--- src/design/debug_status_pkg.sv ---
// Purpose: Shared constants and carriers for the debug and status bank
// Assumes: Registers sit at their index on an 8-bit register address
// Notes:   Values here are referenced as debug_status_pkg::name
package debug_status_pkg;

    // ========================================================
    // Register indices
    localparam logic [7:0] WIRE_RING_COUNT_IDX        = 8'h08;
    localparam logic [7:0] PERIPH_CELL_RING_COUNT_IDX = 8'h09;
    localparam logic [7:0] PERIPH_WIRE_RING_COUNT_IDX = 8'h0a;
    localparam logic [7:0] MEMORY_SIZE_IDX            = 8'h0c;
    localparam logic [7:0] SAVED_STATUS_WORD_IDX      = 8'h10;
    localparam logic [7:0] SAVED_PROGRAM_COUNTER_IDX  = 8'h11;
    localparam logic [7:0] SAVED_STACK_POINTER_IDX    = 8'h12;
    localparam logic [7:0] REG_GET_THREAD_OPERAND_IDX = 8'h13;
    localparam logic [7:0] REG_GET_INDEX_OPERAND_IDX  = 8'h14;
    localparam logic [7:0] DEBUG_ENTRY_CAUSE_IDX      = 8'h15;
    localparam logic [7:0] DEBUG_ENTRY_INFO_IDX       = 8'h16;
    localparam logic [7:0] THREAD_HALT_VECTOR_IDX     = 8'h18;
    localparam logic [7:0] DEBUGGER_SCRATCH_IDX       = 8'h20;
    localparam logic [7:0] CODE_BREAK_ADDRESS_IDX     = 8'h30;
    localparam logic [7:0] CODE_BREAK_CONTROL_IDX     = 8'h40;

    // ========================================================
    // Sizes
    localparam int RING_W       = 16;
    localparam int SCRATCH_N    = 8;
    localparam int BREAK_N      = 4;
    localparam int THREAD_N     = 8;
    localparam int MEM_SIZE_LSB = 2;

    // ========================================================
    // Saved status word fields
    localparam int EVENT_ALLOW_FLAG     = 0;
    localparam int IRQ_ALLOW_FLAG       = 1;
    localparam int EVENT_SETUP_FLAG     = 2;
    localparam int IN_HANDLER_FLAG      = 3;
    localparam int KERNEL_MODE_FLAG     = 4;
    localparam int PAUSED_FLAG          = 6;
    localparam int CONTINUAL_ISSUE_FLAG = 7;
    localparam int DUAL_ISSUE_FLAG      = 8;
    localparam int ENTRY_ISSUE_FLAG     = 9;
    localparam int ADDRESS_SPACE_ID     = 10;
    localparam logic [31:0] STATUS_KEEP_MASK  = 32'h0000_07df;
    localparam logic [31:0] STATUS_WRITE_MASK = 32'h0000_06df;

    // ========================================================
    // Operand, cause and control fields
    localparam logic [31:0] TARGET_THREAD_MASK   = 32'h0000_00ff;
    localparam logic [31:0] TARGET_REGISTER_MASK = 32'h0000_001f;
    localparam logic [31:0] HALT_VECTOR_MASK     = 32'h0000_00ff;
    localparam logic [31:0] ENTRY_CAUSE_MASK     = 32'h0003_ff07;
    localparam logic [31:0] BREAK_CONTROL_MASK   = 32'h00ff_0003;
    localparam int CAUSE_LSB       = 0;
    localparam int CAUSE_THREAD_LSB = 8;
    localparam int CAUSE_INDEX_LSB = 16;
    localparam int BREAK_ON        = 0;
    localparam int BREAK_INVERT    = 1;
    localparam int BREAK_THREAD_LSB = 16;
    localparam logic [31:0] RESET_WORD = 32'h0000_0000;

    localparam logic [2:0] CAUSE_HOST      = 3'h1;
    localparam logic [2:0] CAUSE_CALL      = 3'h2;
    localparam logic [2:0] CAUSE_CODE_BRK  = 3'h3;
    localparam logic [2:0] CAUSE_DATA_WCH  = 3'h4;
    localparam logic [2:0] CAUSE_RSRC_WCH  = 3'h5;

    // ========================================================
    // Carriers
    typedef struct packed {
        logic [7:0]  addr;
        logic [31:0] wdata;
        logic        write;
        logic        read;
    } reg_req_t;

    typedef struct packed {
        logic        valid;
        logic [2:0]  cause;
        logic [7:0]  thread;
        logic [1:0]  index;
        logic [31:0] status;
        logic [31:0] pc;
        logic [31:0] sp;
        logic [31:0] info;
    } debug_entry_t;

    typedef struct packed {
        logic        valid;
        logic [2:0]  thread;
        logic [31:0] pc;
    } pc_probe_t;

endpackage

--- src/design/debug_breakpoint_status_regs.sv ---
// Purpose: Processor status and debug register bank of one tile
// Assumes: debug_mode and probes come from core logic on clk
// Notes:   Ring counts come from oscillators outside the clk domain
// What this block does
// - Three ring counts read as 16 bits, upper bits zero.
// - Ring counts are never cleared by system reset.
// - Memory size register reads bytes in bits 31:2, low bits zero.
// - Debug entry captures status flags in bits 4:0, 31:11 zero.
// - Status also holds bits 10,9,8 (read only),7,6.
// - Debug entry captures saved program counter, full 32 bits.
// - Debug entry captures saved stack pointer, full 32 bits.
// - Register-get thread operand is 8 bits, rest reads zero.
// - Register-get register operand is 5 bits, rest reads zero.
// - Cause field 3 bits, reset 0, codes 1 to 5.
// - Breakpoint index 2 bits, lowest wins, zero for host and call.
// - Thread field 8 bits, zero for host request.
// - Data watch stores address, resource watch stores identifier.
// - Eight-bit halt vector keeps marked threads stopped after return.
// - Eight scratch words, shared with tile configuration port.
// - Four code breakpoints raise request on program counter match outside debug mode.
// - Control bit 0 enables breakpoint, reset 0.
// - Control bit 1 inverts match to inequality, reset 0.
// - Control bits 23:16 enable per thread, reset 0.
//
// The implementer's own choice: strobed register access.
`timescale 1ns/1ps
module debug_breakpoint_status_regs #(
    parameter logic [31:0] MEM_SIZE_BYTES = 32'h0004_0000
) (
    input  wire logic                            clk,
    input  wire logic                            rst_n,
    input  wire debug_status_pkg::reg_req_t      reg_req,
    output logic [31:0]                          rd_data,
    input  wire logic                            debug_mode,
    input  wire debug_status_pkg::debug_entry_t  entry,
    input  wire debug_status_pkg::pc_probe_t     probe,
    input  wire logic [15:0]                     wire_ring_in,
    input  wire logic [15:0]                     periph_cell_ring_in,
    input  wire logic [15:0]                     periph_wire_ring_in,
    input  wire logic [2:0]                      cfg_index,
    input  wire logic [31:0]                     cfg_wdata,
    input  wire logic                            cfg_write,
    output logic [31:0]                          cfg_rdata,
    output logic                                 break_request,
    output logic [1:0]                           break_index,
    output logic [7:0]                           break_thread,
    output logic [7:0]                           halted_threads,
    output logic [7:0]                           target_thread_field,
    output logic [4:0]                           target_register_field
);

    // ========================================================
    // Storage
    logic [15:0] ring_meta [3];
    logic [15:0] ring_count_value [3];
    logic [31:0] saved_status_word;
    logic [31:0] saved_program_counter;
    logic [31:0] saved_stack_pointer;
    logic [31:0] debug_entry_cause;
    logic [31:0] debug_entry_info;
    logic [31:0] debugger_scratch [8];
    logic [31:0] code_break_address [4];
    logic [31:0] code_break_control [4];
    logic [3:0]  hit;
    logic        any_hit;
    logic [1:0]  lowest_hit;
    logic        wr_ok;
    logic [31:0] next_rd_data;
    logic [7:0]  a;
    logic [31:0] wd;

    assign a     = reg_req.addr;
    assign wd    = reg_req.wdata;
    assign wr_ok = reg_req.write && debug_mode;

    // ========================================================
    // Ring counts: two stages, no reset so values survive it
    always_ff @(posedge clk) begin
        ring_meta[0]        <= wire_ring_in;
        ring_meta[1]        <= periph_cell_ring_in;
        ring_meta[2]        <= periph_wire_ring_in;
        ring_count_value[0] <= ring_meta[0];
        ring_count_value[1] <= ring_meta[1];
        ring_count_value[2] <= ring_meta[2];
    end

    // ========================================================
    // Saved context: entry capture beats a software write
    always_ff @(posedge clk) begin
        if (!rst_n) begin
            saved_status_word     <= debug_status_pkg::RESET_WORD;
            saved_program_counter <= debug_status_pkg::RESET_WORD;
            saved_stack_pointer   <= debug_status_pkg::RESET_WORD;
        end else if (entry.valid) begin
            saved_status_word <= entry.status
                & debug_status_pkg::STATUS_KEEP_MASK;
            saved_program_counter <= entry.pc;
            saved_stack_pointer   <= entry.sp;
        end else if (wr_ok) begin
            unique case (a)
                debug_status_pkg::SAVED_STATUS_WORD_IDX: begin
                    saved_status_word <=
                        (wd & debug_status_pkg::STATUS_WRITE_MASK)
                        | (saved_status_word
                           & ~debug_status_pkg::STATUS_WRITE_MASK);
                end
                debug_status_pkg::SAVED_PROGRAM_COUNTER_IDX: begin
                    saved_program_counter <= wd;
                end
                debug_status_pkg::SAVED_STACK_POINTER_IDX: begin
                    saved_stack_pointer <= wd;
                end
                default: begin
                end
            endcase
        end
    end

    // ========================================================
    // Entry cause, thread, index and data
    always_ff @(posedge clk) begin
        if (!rst_n) begin
            debug_entry_cause <= debug_status_pkg::RESET_WORD;
            debug_entry_info  <= debug_status_pkg::RESET_WORD;
        end else if (entry.valid) begin
            debug_entry_cause <= debug_status_pkg::RESET_WORD;
            debug_entry_cause[debug_status_pkg::CAUSE_LSB +: 3] <=
                entry.cause;
            if (entry.cause != debug_status_pkg::CAUSE_HOST) begin
                debug_entry_cause[debug_status_pkg::CAUSE_THREAD_LSB +: 8]
                    <= entry.thread;
            end
            if (entry.cause != debug_status_pkg::CAUSE_HOST
                && entry.cause != debug_status_pkg::CAUSE_CALL) begin
                debug_entry_cause[debug_status_pkg::CAUSE_INDEX_LSB +: 2]
                    <= entry.index;
            end
            if (entry.cause == debug_status_pkg::CAUSE_DATA_WCH
                || entry.cause == debug_status_pkg::CAUSE_RSRC_WCH) begin
                debug_entry_info <= entry.info;
            end
        end else if (wr_ok) begin
            if (a == debug_status_pkg::DEBUG_ENTRY_CAUSE_IDX) begin
                debug_entry_cause <= wd
                    & debug_status_pkg::ENTRY_CAUSE_MASK;
            end
            if (a == debug_status_pkg::DEBUG_ENTRY_INFO_IDX) begin
                debug_entry_info <= wd;
            end
        end
    end

    // ========================================================
    // Register-get operands and halt vector
    always_ff @(posedge clk) begin
        if (!rst_n) begin
            target_thread_field   <= '0;
            target_register_field <= '0;
            halted_threads        <= '0;
        end else if (wr_ok) begin
            if (a == debug_status_pkg::REG_GET_THREAD_OPERAND_IDX) begin
                target_thread_field <= wd[7:0];
            end
            if (a == debug_status_pkg::REG_GET_INDEX_OPERAND_IDX) begin
                target_register_field <= wd[4:0];
            end
            if (a == debug_status_pkg::THREAD_HALT_VECTOR_IDX) begin
                halted_threads <= wd[7:0];
            end
        end
    end

    // ========================================================
    // Scratch words, shared with configuration port
    always_ff @(posedge clk) begin
        if (!rst_n) begin
            for (int i = 0; i < debug_status_pkg::SCRATCH_N; i++) begin
                debugger_scratch[i] <= debug_status_pkg::RESET_WORD;
            end
        end else if (wr_ok && a[7:3]
                     == debug_status_pkg::DEBUGGER_SCRATCH_IDX[7:3]) begin
            debugger_scratch[a[2:0]] <= wd;
        end else if (cfg_write) begin
            debugger_scratch[cfg_index] <= cfg_wdata;
        end
    end

    always_ff @(posedge clk) begin
        if (!rst_n) begin
            cfg_rdata <= debug_status_pkg::RESET_WORD;
        end else begin
            cfg_rdata <= debugger_scratch[cfg_index];
        end
    end

    // ========================================================
    // Code breakpoints
    always_ff @(posedge clk) begin
        if (!rst_n) begin
            for (int i = 0; i < debug_status_pkg::BREAK_N; i++) begin
                code_break_address[i] <= debug_status_pkg::RESET_WORD;
                code_break_control[i] <=
                    debug_status_pkg::RESET_WORD;
            end
        end else if (wr_ok) begin
            if (a[7:2] == debug_status_pkg::CODE_BREAK_ADDRESS_IDX[7:2]) begin
                code_break_address[a[1:0]] <= wd;
            end
            if (a[7:2] == debug_status_pkg::CODE_BREAK_CONTROL_IDX[7:2]) begin
                code_break_control[a[1:0]] <= wd
                    & debug_status_pkg::BREAK_CONTROL_MASK;
            end
        end
    end

    for (genvar g = 0; g < debug_status_pkg::BREAK_N; g++) begin : g_brk
        logic [7:0] per_thread_break_enables;
        logic       break_on;
        logic       same;
        logic       invert;
        assign per_thread_break_enables = code_break_control[g][
            debug_status_pkg::BREAK_THREAD_LSB +: 8];
        assign break_on = code_break_control[g][debug_status_pkg::BREAK_ON];
        assign same     = probe.pc == code_break_address[g];
        assign invert   = code_break_control[g][debug_status_pkg::BREAK_INVERT];
        assign hit[g]   = probe.valid && break_on
            && per_thread_break_enables[probe.thread]
            && (same ^ invert);
    end

    always_comb begin
        lowest_hit = 2'd0;
        for (int i = debug_status_pkg::BREAK_N - 1; i >= 0; i--) begin
            if (hit[i]) begin
                lowest_hit = 2'(i);
            end
        end
    end

    assign any_hit = (|hit) && !debug_mode;

    always_ff @(posedge clk) begin
        if (!rst_n) begin
            break_request <= 1'b0;
            break_index   <= 2'd0;
            break_thread  <= 8'h00;
        end else begin
            break_request <= any_hit;
            if (any_hit) begin
                break_index  <= lowest_hit;
                break_thread <= {5'd0, probe.thread};
            end
        end
    end

    // ========================================================
    // Read path: data stand in the cycle after the strobe
    always_comb begin
        next_rd_data = debug_status_pkg::RESET_WORD;
        if (a[7:3] == debug_status_pkg::DEBUGGER_SCRATCH_IDX[7:3]) begin
            next_rd_data = debugger_scratch[a[2:0]];
        end else if (a[7:2]
                     == debug_status_pkg::CODE_BREAK_ADDRESS_IDX[7:2]) begin
            next_rd_data = code_break_address[a[1:0]];
        end else if (a[7:2]
                     == debug_status_pkg::CODE_BREAK_CONTROL_IDX[7:2]) begin
            next_rd_data = code_break_control[a[1:0]];
        end else begin
            unique case (a)
                debug_status_pkg::WIRE_RING_COUNT_IDX:
                    next_rd_data = {16'h0000, ring_count_value[0]};
                debug_status_pkg::PERIPH_CELL_RING_COUNT_IDX:
                    next_rd_data = {16'h0000, ring_count_value[1]};
                debug_status_pkg::PERIPH_WIRE_RING_COUNT_IDX:
                    next_rd_data = {16'h0000, ring_count_value[2]};
                debug_status_pkg::MEMORY_SIZE_IDX:
                    next_rd_data = {MEM_SIZE_BYTES[31:2], 2'b00};
                debug_status_pkg::SAVED_STATUS_WORD_IDX:
                    next_rd_data = saved_status_word;
                debug_status_pkg::SAVED_PROGRAM_COUNTER_IDX:
                    next_rd_data = saved_program_counter;
                debug_status_pkg::SAVED_STACK_POINTER_IDX:
                    next_rd_data = saved_stack_pointer;
                debug_status_pkg::REG_GET_THREAD_OPERAND_IDX:
                    next_rd_data = {24'h00_0000, target_thread_field};
                debug_status_pkg::REG_GET_INDEX_OPERAND_IDX:
                    next_rd_data = {27'h000_0000, target_register_field};
                debug_status_pkg::DEBUG_ENTRY_CAUSE_IDX:
                    next_rd_data = debug_entry_cause;
                debug_status_pkg::DEBUG_ENTRY_INFO_IDX:
                    next_rd_data = debug_entry_info;
                debug_status_pkg::THREAD_HALT_VECTOR_IDX:
                    next_rd_data = {24'h00_0000, halted_threads};
                default:
                    next_rd_data = debug_status_pkg::RESET_WORD;
            endcase
        end
    end

    always_ff @(posedge clk) begin
        if (!rst_n) begin
            rd_data <= debug_status_pkg::RESET_WORD;
        end else if (reg_req.read) begin
            rd_data <= next_rd_data;
        end else begin
            rd_data <= debug_status_pkg::RESET_WORD;
        end
    end

endmodule // debug_breakpoint_status_regs

--- config.mk ---
export PLATFORM = sky130hd
export DESIGN_NAME = debug_breakpoint_status_regs
export DESIGN_NICKNAME = d
export VERILOG_FILES = /design/src/design/debug_status_pkg.sv /design/src/design/debug_breakpoint_status_regs.sv
export SDC_FILE = /design/constraint.sdc
export NUM_CORES = 1
export LEC_CHECK = 0
export BUFFER_PORTS_ARGS = -buffer_cell sky130_fd_sc_hd__buf_4
export CORE_MARGIN = 2
export CORE_UTILIZATION = 45
export CTS_BUF_LIST = sky130_fd_sc_hd__clkbuf_4 sky130_fd_sc_hd__clkbuf_8
export CTS_CLUSTER_SIZE = 40
export DETAILED_ROUTE_END_ITERATION = 10
export MAX_ROUTING_LAYER = met4
export PLACE_DENSITY = 0.66
export SLEW_MARGIN = 30
export SYNTH_ARGS = -nofsm -noshare
export SYNTH_HDL_FRONTEND = slang
export SYNTH_SLANG_ARGS = --single-unit
--- constraint.sdc ---
create_clock -name clk -period 14.4 [get_ports clk]
set_clock_uncertainty 0.1 [all_clocks]
set_input_delay 1.44 -clock clk [delete_from_list [all_inputs] [get_ports clk]]
set_output_delay 1.44 -clock clk [all_outputs]
set_load 0.02 [all_outputs]
==> summary.txt, run 1 <==
Yosys
  – Number of standard cells after synthesis: 2,704
  – Async set-reset flop share out of synthesis: 0
  – Average footprint of a synthesized cell: 12.6 um2
  – Number of synthesized register bits: 730
  – Dominant register cell in the synthesized netlist: edfxtp_1
  – Post-synth EDFFs: 424
  – Number of warnings issued by yosys: 0
  – Post-synthesis sequential area ratio: 0.554
  – Unique cell type count in the Yosys netlist: 63
  – Cell area after synthesis: 34,000 um2

Global routing
  – Global-route met3 utilization: 0.0752
  – GRT met1 Usage: 0.387
  – Maximum number of pins on one net before global-route repair: 100
  – First-pass GRT wire length: 169,000 um
  – Busiest layer in global routing: met2
  – Global-route met2 utilization: 0.474
  – Number of antenna violations at the first check in global routing: 6
  – Total GRT Usage: 0.307
  – Number of global-route vias before repair: 25.4k
  – Overflow after GRT: 0

Floorplan
  – Die width: 279 um
  – Total I/O pin count: 403
  – Placeable core region: 74,700 um2
  – Die ar.: 77,800 um2
  – FP Rows: 100
  – Height of the die: 279 um
  – Initial Utilization: 0.455

Placed design
  – IO buf count: 375
  – Hpwl dp: 77,600 um
  – Placed instance area: 37,500 um2
  – Final GP Congestion: 0.914

STA
  – Highest attainable clock frequency: 209 MHz
  – Max Transition Viols Final: 0
  – Max transition margin: 0.306
  – Total count of hold-check failures in the final report: 0
  – Setup repair after global routing missed its margin: false
  – Total Neg Setup Slack: 0 ns
  – Transition time at the pin with the least slew margin: 1.04 ns
  – Min Clock Period, post-route: 4.78 ns
  – Crit share post-route: 0.332
  – Setup Viol. Count Final: 0

Layout
  – Most common cell after layout, fill and taps aside: nor2_1
  – Layout Cell Area excl Fill: 40,300 um2
  – Most frequent cells in the layout: 432 x nor2_1, 424 x edfxtp_1, 404 x buf_4, 306 x dfxtp_1, 202 x nand2_1
  – Final cell utilization of the core: 0.539
  – Fraction of final layout cells sized beyond drive strength 1: 0.287
  – Net count reported at finish: 3,349
  – Relative area change from synthesis to final layout: 18.4%

Setup path
  – Critical Path Sink Type: flip-flop
  – Critical-path maximum fanout: 33
  – CP arrival: 5.06 ns
  – Critical Path Source Type: primary input
  – Crit path kind: in2reg
  – Required time of the critical path: 14.68 ns

Detailed routing
  – Total wire length: 118,000 um
  – Number of violations reported at the end of detailed-routing iteration 0: 2,661
  – DRC Markers: 0
  – Antenna Nets Post-Route: 0
  – Vias post-DR: 24.9k
  – Detailed Routing Iterations Pass 1: 6
  – Avg WL per Cell: 28.5 um
  – Via-per-instance ratio: 6.02

Power and ir drop
  – Leakage: 16.0 nW
  – Worst IR Drop VDD: 71.6 uV
  – Clock share of power: 0.407
  – Sw Ratio: 0.254
  – Flop pwr share: 0.481
  – Combinational cell fraction of total power: 0.112
  – Net switching power of the design: 1.26 mW
  – Pwr/cell area: 123 nW/um2
  – Internal power contribution: 3.69 mW
  – PnR Total Power: 4.95 mW

Run
  – Count of maximum capacitance violations: 0

Clock network
  – Number of hold-repair buffers added at the cts stage: 0
  – Clock tree from TritonCTS: yes
  – Number of sinks handled by clock tree synthesis: 730
  – Inserted Clock Buffers: 119
  – Clk root buf: clkbuf_8
  – Later-pin clock latency in the skew report: 0.78 ns
  – Number of buffers inserted by post-CTS setup repair: 0
  – Post-cts resize count: 0
  – Clk pin slew, worst setup/hold paths: 0.06 ns
  – H-tree depth: 3
  – Clock Path Buffers: 3

Run status
  – Result of the run: complete, no violations

Min path
  – Min-Delay Path Class: reg2reg
-- through the flow --
stage	instances	hold slack [ns]	setup slack, ns
2_1_floorplan	2708	0.210	8.82
3_3_place_gp	3889	0.215	8.70
3_5_place_dp	3889	0.212	8.97
4_1_cts	4116	0.226	9.78
5_1_grt	4122	0.228	9.67
6_report	4127	0.224	9.62
-- path summary, 6_finish.rpt --
path	from	end	slack [ns]	depth (start not counted)
setup reg to reg	code_break_address[0][7]	break_request	11.18	7
hold reg to reg	ring_meta[0][28]	ring_count_value[0][28]	0.22	0
setup / recovery	reg_req[37]	debugger_scratch[7][5]	9.62	8
hold / removal	ring_meta[0][28]	ring_count_value[0][28]	0.22	0
-- cell type report --
| type | count | area (um2) |
|---|---|---|
| clock buffers | 178 | 2240 |
| flip-flops and latches | 730 | 18900 |
| diodes | 10 | 25.0 |
| repair buffers | 410 | 3120 |
| fillers | 6283 | 34400 |
| multi-input cells | 1737 | 14200 |
| inverters | 44 | 165 |
| well taps | 969 | 1210 |
| clock inverters | 49 | 454 |
-- power groups by stage --
stage | logic [mW] | registers [mW] | clock network [mW]
after floorplan | 0.308 | 2.42 | 0
after global placement | 0.541 | 2.42 | 0
after detailed placement | 0.548 | 2.43 | 0
after CTS | 0.549 | 2.38 | 2.04
after global routing | 0.579 | 2.39 | 2.12
final | 0.553 | 2.38 | 2.02
-- cell families after synthesis --
group,share of synthesized area
mux,0.196
flops,0.554
buf+inv,0.0339
simple gates,0.114
xor+xnor,0.0332
compound gates,0.0688
other cells,0.000110
-- registers in the layout (all words and copies together) (netlist names) --
signal,cells
halted_threads,8
code_break_address,128
debug_entry_info,32
ring_count_value,48
saved_program_counter,32
break_index,2
cfg_rdata,32
ring_meta,48
debug_entry_cause,13
rd_data,32
target_register_field,5
break_thread,3
debugger_scratch,256
target_thread_field,8
code_break_control,40
saved_status_word,10
break_request,1
saved_stack_pointer,32
-- critical path, cell delays in order --
cell	delay [ns]
buf_4	0.13
or4b_4	0.62
nor2_4	0.10
buf_4	0.42
nand3_1	0.15
a21boi_1	0.55
nand2_2	0.78
nand2_4	0.81
-- layer usage --
layer  wire (um)  vias to the layer above
met4        4910                        0
met5           0                        -
met2       54900                     1514
li1            -                    10591
met3       13800                      275
met1       44000                    12479
-- Yosys cell counts, drive strengths merged, types with 4 or more instances --
| cell type | n | share of area |
|---|---|---|
| nor2 | 438 | 0.049 |
| edfxtp | 424 | 0.37 |
| dfxtp | 306 | 0.18 |
| nand2 | 221 | 0.025 |
| mux2i | 212 | 0.073 |
| mux4 | 175 | 0.12 |
| buf | 112 | 0.020 |
| xor2 | 112 | 0.029 |
| o21ai | 107 | 0.016 |
| clkbuf | 85 | 0.0094 |
| and2 | 77 | 0.014 |
| a22oi | 55 | 0.012 |
| nor2b | 51 | 0.0094 |
| inv | 44 | 0.0049 |
| o211a | 33 | 0.0097 |
| nor4 | 30 | 0.0055 |
| a31oi | 29 | 0.0053 |
| a21oi | 22 | 0.0036 |
| a221oi | 22 | 0.0057 |
| mux2 | 20 | 0.0066 |
| xnor2 | 17 | 0.0044 |
| a22o | 15 | 0.0039 |
| nand3 | 12 | 0.0018 |
| nand4 | 12 | 0.0022 |
| a2bb2oi | 11 | 0.0028 |
| a21boi | 10 | 0.0022 |
| a222oi | 9 | 0.0026 |
| nand2b | 9 | 0.0017 |
| nand3b | 4 | 0.00088 |
| o21a | 4 | 0.0011 |
Power figures use the tool's default switching activity.
==> run 2: changes to the inputs <==
--- a/config.mk
+++ b/config.mk
@@ -5,6 +5,7 @@
 export SDC_FILE = /design/constraint.sdc
 export NUM_CORES = 1
 export LEC_CHECK = 0
+export ABC_AREA = 1
 export BUFFER_PORTS_ARGS = -buffer_cell sky130_fd_sc_hd__buf_4
 export CORE_MARGIN = 2
 export CORE_UTILIZATION = 45
==> constraint.sdc (replaced) <==
create_clock -name clk -period 4.5 [get_ports clk]
set_clock_uncertainty 0.1 [all_clocks]
set_input_delay 0.45 -clock clk [delete_from_list [all_inputs] [get_ports clk]]
set_output_delay 0.45 -clock clk [all_outputs]
set_load 0.02 [all_outputs]
==> run 2 against run 1 <==
  * Register-to-register slack got worse by 9.2 ns
  * Die area down 0.43%
  * Design area is 5.0% higher
  * Sequential power rose to 3.2 times the previous value
  * Clock-buffer cell count rose by 2
  * Non-clock buffer count is 236 higher
  * Synthesized area is 0.44% lower
  * Clock power increased to 3.3 times the previous value
  * Routed wire length up 15%
  * Global-route usage grew 4.3 points
  * Synthesized cell count rose by 43%
  * Cell count grew 32%
  * Largest cell class unchanged
==> summary.txt, run 2 <==
Floorplan
  – FP Rows: 100 (unchanged)
  – Placeable core region: 74,400 um2 (-0.33%)
  – Total I/O pin count: 403 (unchanged)
  – Initial Utilization: 0.455 (-0.000469)
  – Die width: 278 um (-0.22%)
  – Die ar.: 77,500 um2 (-0.43%)
  – Height of the die: 278 um (-0.22%)

STA
  – Max Transition Viols Final: 0 (unchanged)
  – Min Clock Period, post-route: 2.93 ns
  – Total Neg Setup Slack: 0 ns (unchanged)
  – Setup Viol. Count Final: 0 (unchanged)
  – Max transition margin: 0.290 (-0.0161)
  – Highest attainable clock frequency: 341 MHz
  – Total count of hold-check failures in the final report: 0 (unchanged)
  – Transition time at the pin with the least slew margin: 1.07 ns (+0.0279 ns)
  – Setup repair after global routing missed its margin: false
  – Crit share post-route: 0.651

Detailed routing
  – Total wire length: 135,000 um (+15%)
  – Routed met1 length: 50,000 um (+14%)
  – Via-per-instance ratio: 5.76 (-4.3%)
  – Avg WL per Cell: 24.7 um (-13%)
  – Antenna Nets Post-Route: 0 (unchanged)
  – DRC Markers: 0 (unchanged)
  – Detailed Routing Iterations Pass 1: 6 (unchanged)
  – Number of violations reported at the end of detailed-routing iteration 0: 4,143 (+56%)
  – Sum of met2 wire segment lengths after detailed routing: 61,700 um (+12%)
  – Sum of met3 wire segment lengths after detailed routing: 15,600 um (+12%)
  – Uppermost signal routing layer after detailed routing: met4
  – Vias post-DR: 31.5k (+27%)

Yosys
  – Cell area after synthesis: 33,900 um2 (-0.44%)
  – Number of standard cells after synthesis: 3,854 (+43%)
  – Cells taking the most area after synthesis: edfxtp_1 38%, dfxtp_1 18%, nand2_1 8.2%, nor2_1 7.9%, o21ai_0 4.1%
  – Post-synthesis cell type with the largest combined area: edfxtp_1
  – Unique cell type count in the Yosys netlist: 48 (-24%)
  – Most common library cells after synthesis: 740 x nand2_1, 716 x nor2_1, 424 x edfxtp_1
  – Fraction of synthesized cell area taken by the top area cell type: 0.376 (+0.00165)
  – Post-synthesis sequential area ratio: 0.557 (+0.00244)
  – Post-synth EDFFs: 424 (unchanged)
  – Async set-reset flop share out of synthesis: 0 (unchanged)
  – Number of synthesized register bits: 730 (unchanged)
  – Number of warnings issued by yosys: 0 (unchanged)
  – Most frequently used cell type in the post-synthesis netlist: nand2_1
  – Average footprint of a synthesized cell: 8.79 um2 (-30%)
  – Dominant register cell in the synthesized netlist: edfxtp_1

Layout
  – Net count reported at finish: 4,675 (+40%)
  – Layout Cell Area excl Fill: 42,300 um2 (+5.0%)
  – Number of flip-flops under the largest register name: 256 (unchanged)
  – Fraction of final layout cells sized beyond drive strength 1: 0.184 (-0.103)
  – Most common cell after layout, fill and taps aside: nand2_1
  – Relative area change from synthesis to final layout: 24.8%
  – Reg with most FFs: debugger_scratch
  – Largest registers ranked by flip-flop count: debugger_scratch x256, code_break_address x128
  – Most frequent cells in the layout: 740 x nand2_1, 714 x nor2_1, 460 x buf_4, 424 x edfxtp_1, 306 x dfxtp_1

Clock network
  – Later-pin clock latency in the skew report: 0.79 ns (about the same)
  – Number of sinks handled by clock tree synthesis: 730 (unchanged)
  – H-tree depth: 3 (unchanged)
  – Number of buffers inserted by post-CTS setup repair: 0 (unchanged)
  – Clk pin slew, worst setup/hold paths: 0.06 ns (about the same)
  – Clk root buf: clkbuf_8
  – Number of hold-repair buffers added at the cts stage: 177 (+177)
  – Clock tree from TritonCTS: yes
  – Post-cts resize count: 0 (unchanged)
  – Clock Path Buffers: 3 (unchanged)
  – Inserted Clock Buffers: 121 (+1.7%)

Global routing
  – Maximum number of pins on one net before global-route repair: 107 (+7.0%)
  – Number of antenna violations at the first check in global routing: 15 (+9)
  – Overflow after GRT: 0 (unchanged)
  – First-pass GRT wire length: 193,000 um (+15%)
  – Total GRT Usage: 0.349 (+0.0425)
  – Number of global-route vias before repair: 30.1k (+18%)

Placed design
  – IO buf count: 375 (unchanged)
  – Hpwl dp: 89,300 um (+15%)
  – Final GP Congestion: 0.964 (+5.5%)
  – Placed instance area: 37,700 um2 (+0.57%)

Power and ir drop
  – Flop pwr share: 0.471 (-0.010)
  – Clock share of power: 0.408 (about the same)
  – Sw Ratio: 0.266 (+0.0123)
  – Leakage: 16.7 nW (+4.9%)
  – Combinational cell fraction of total power: 0.121 (+0.009)
  – Internal power contribution: 11.9 mW (+220%)
  – Worst IR Drop VDD: 303 uV (+320%)
  – Net switching power of the design: 4.32 mW (+240%)
  – Pwr/cell area: 383 nW/um2 (+210%)

Setup path
  – Critical-path maximum fanout: 37 (+12%)
  – Critical Path Sink Type: flip-flop
  – CP arrival: 3.24 ns (-1.82 ns)
  – Critical Path Source Type: primary input
  – Crit path kind: in2reg
  – Required time of the critical path: 4.81 ns (-9.87 ns)

Run status
  – Result of the run: complete, no violations

Run
  – Count of maximum capacitance violations: 0 (unchanged)

Min path
  – Min-Delay Path Class: in2reg
-- run 2: cell count changes after synthesis, moves of 87 or more --
cell | previous run | this run
nand2_1 | 215 | 740
nor2_1 | 433 | 716
mux2i_1 | 182 | 0
mux4_2 | 175 | 0
o21ai_0 | 102 | 275
a21oi_1 | 19 | 188
inv_1 | 44 | 212
xor2_1 | 112 | 0
clkbuf_1 | 85 | 172
-- run 2: area by class of cell --
class | instances | area (um2)
Clock inverter | 51 | 551
Antenna cell | 16 | 40.0
Clock buffer | 180 | 2200
Fill cell | 6499 | 32200
Multi-Input combinational cell | 2619 | 13100
Timing Repair Buffer | 646 | 5400
Tap cell | 969 | 1210
Sequential cell | 730 | 18900
Inverter | 250 | 943
-- run 2: final timing paths --
path | from | endpoint | slack [ns] | cells after the start
max | reg_req[40] | debugger_scratch[3][9] | 1.57 | 11
min | cfg_wdata[5] | debugger_scratch[4][5] | 0.03 | 3
max reg2reg | code_break_address[3][5] | break_index[0] | 2.03 | 13
min reg2reg | ring_meta[0][14] | ring_count_value[0][14] | 0.22 | 0
-- run 2: critical path, cell delays in order --
cell     delay (ns)
buf_4          0.14
nor2_4         0.14
inv_2          0.08
nor4_4         0.39
nand2_2        0.18
nand3_4        0.43
o21ai_4        0.21
inv_4          0.16
nand4_4        0.43
nand2_1        0.22
buf_4          0.38
-- run 2: kinds of logic (layout without fill, tap and decap cells) --
| family | after synthesis | in the layout | synth area share |
|---|---|---|---|
| buffers and inverters | 509 | 1127 | 0.0600 |
| flip-flops | 730 | 730 | 0.557 |
| AO/OA/AOI/OAI | 873 | 873 | 0.160 |
| XOR/XNOR | 88 | 88 | 0.0228 |
| AND/OR/NAND/NOR | 1653 | 1653 | 0.200 |
| other | 1 | 21 | 0.000111 |
-- run 2: layer usage --
layer	GRT usage	vias up
li1	-	14225
met1	0.429	14812
met2	0.539	2048
met3	0.0849	393
met4	0.171	0
met5	-	-
-- run 2: power groups by stage --
stage               Clock [mW]  Sequential, mW  Combinational (mW)
detailed placement           0            7.76                1.77
finish                    6.61            7.63                1.96
CTS                       6.63            7.62                1.90
floorplan                    0            7.76               0.942
global placement             0            7.75                1.76
global route              6.93            7.67                2.07
-- run 2: through the flow --
stage | hold WS, ns | instances | power [mW] | util | worst slack, ns
2_1_floorplan | 0.210 | 3858 | 8.70 | - | 0.462
3_3_place_gp | 0.211 | 5037 | 9.51 | 0.506 | 0.929
3_5_place_dp | 0.212 | 5037 | 9.54 | 0.507 | 0.877
4_1_cts | 0.000632 | 5445 | 16.2 | 0.567 | 1.68
5_1_grt | 0.0278 | 5458 | 16.7 | 0.568 | 1.47
6_report | 0.0267 | 5461 | 16.2 | 0.568 | 1.57
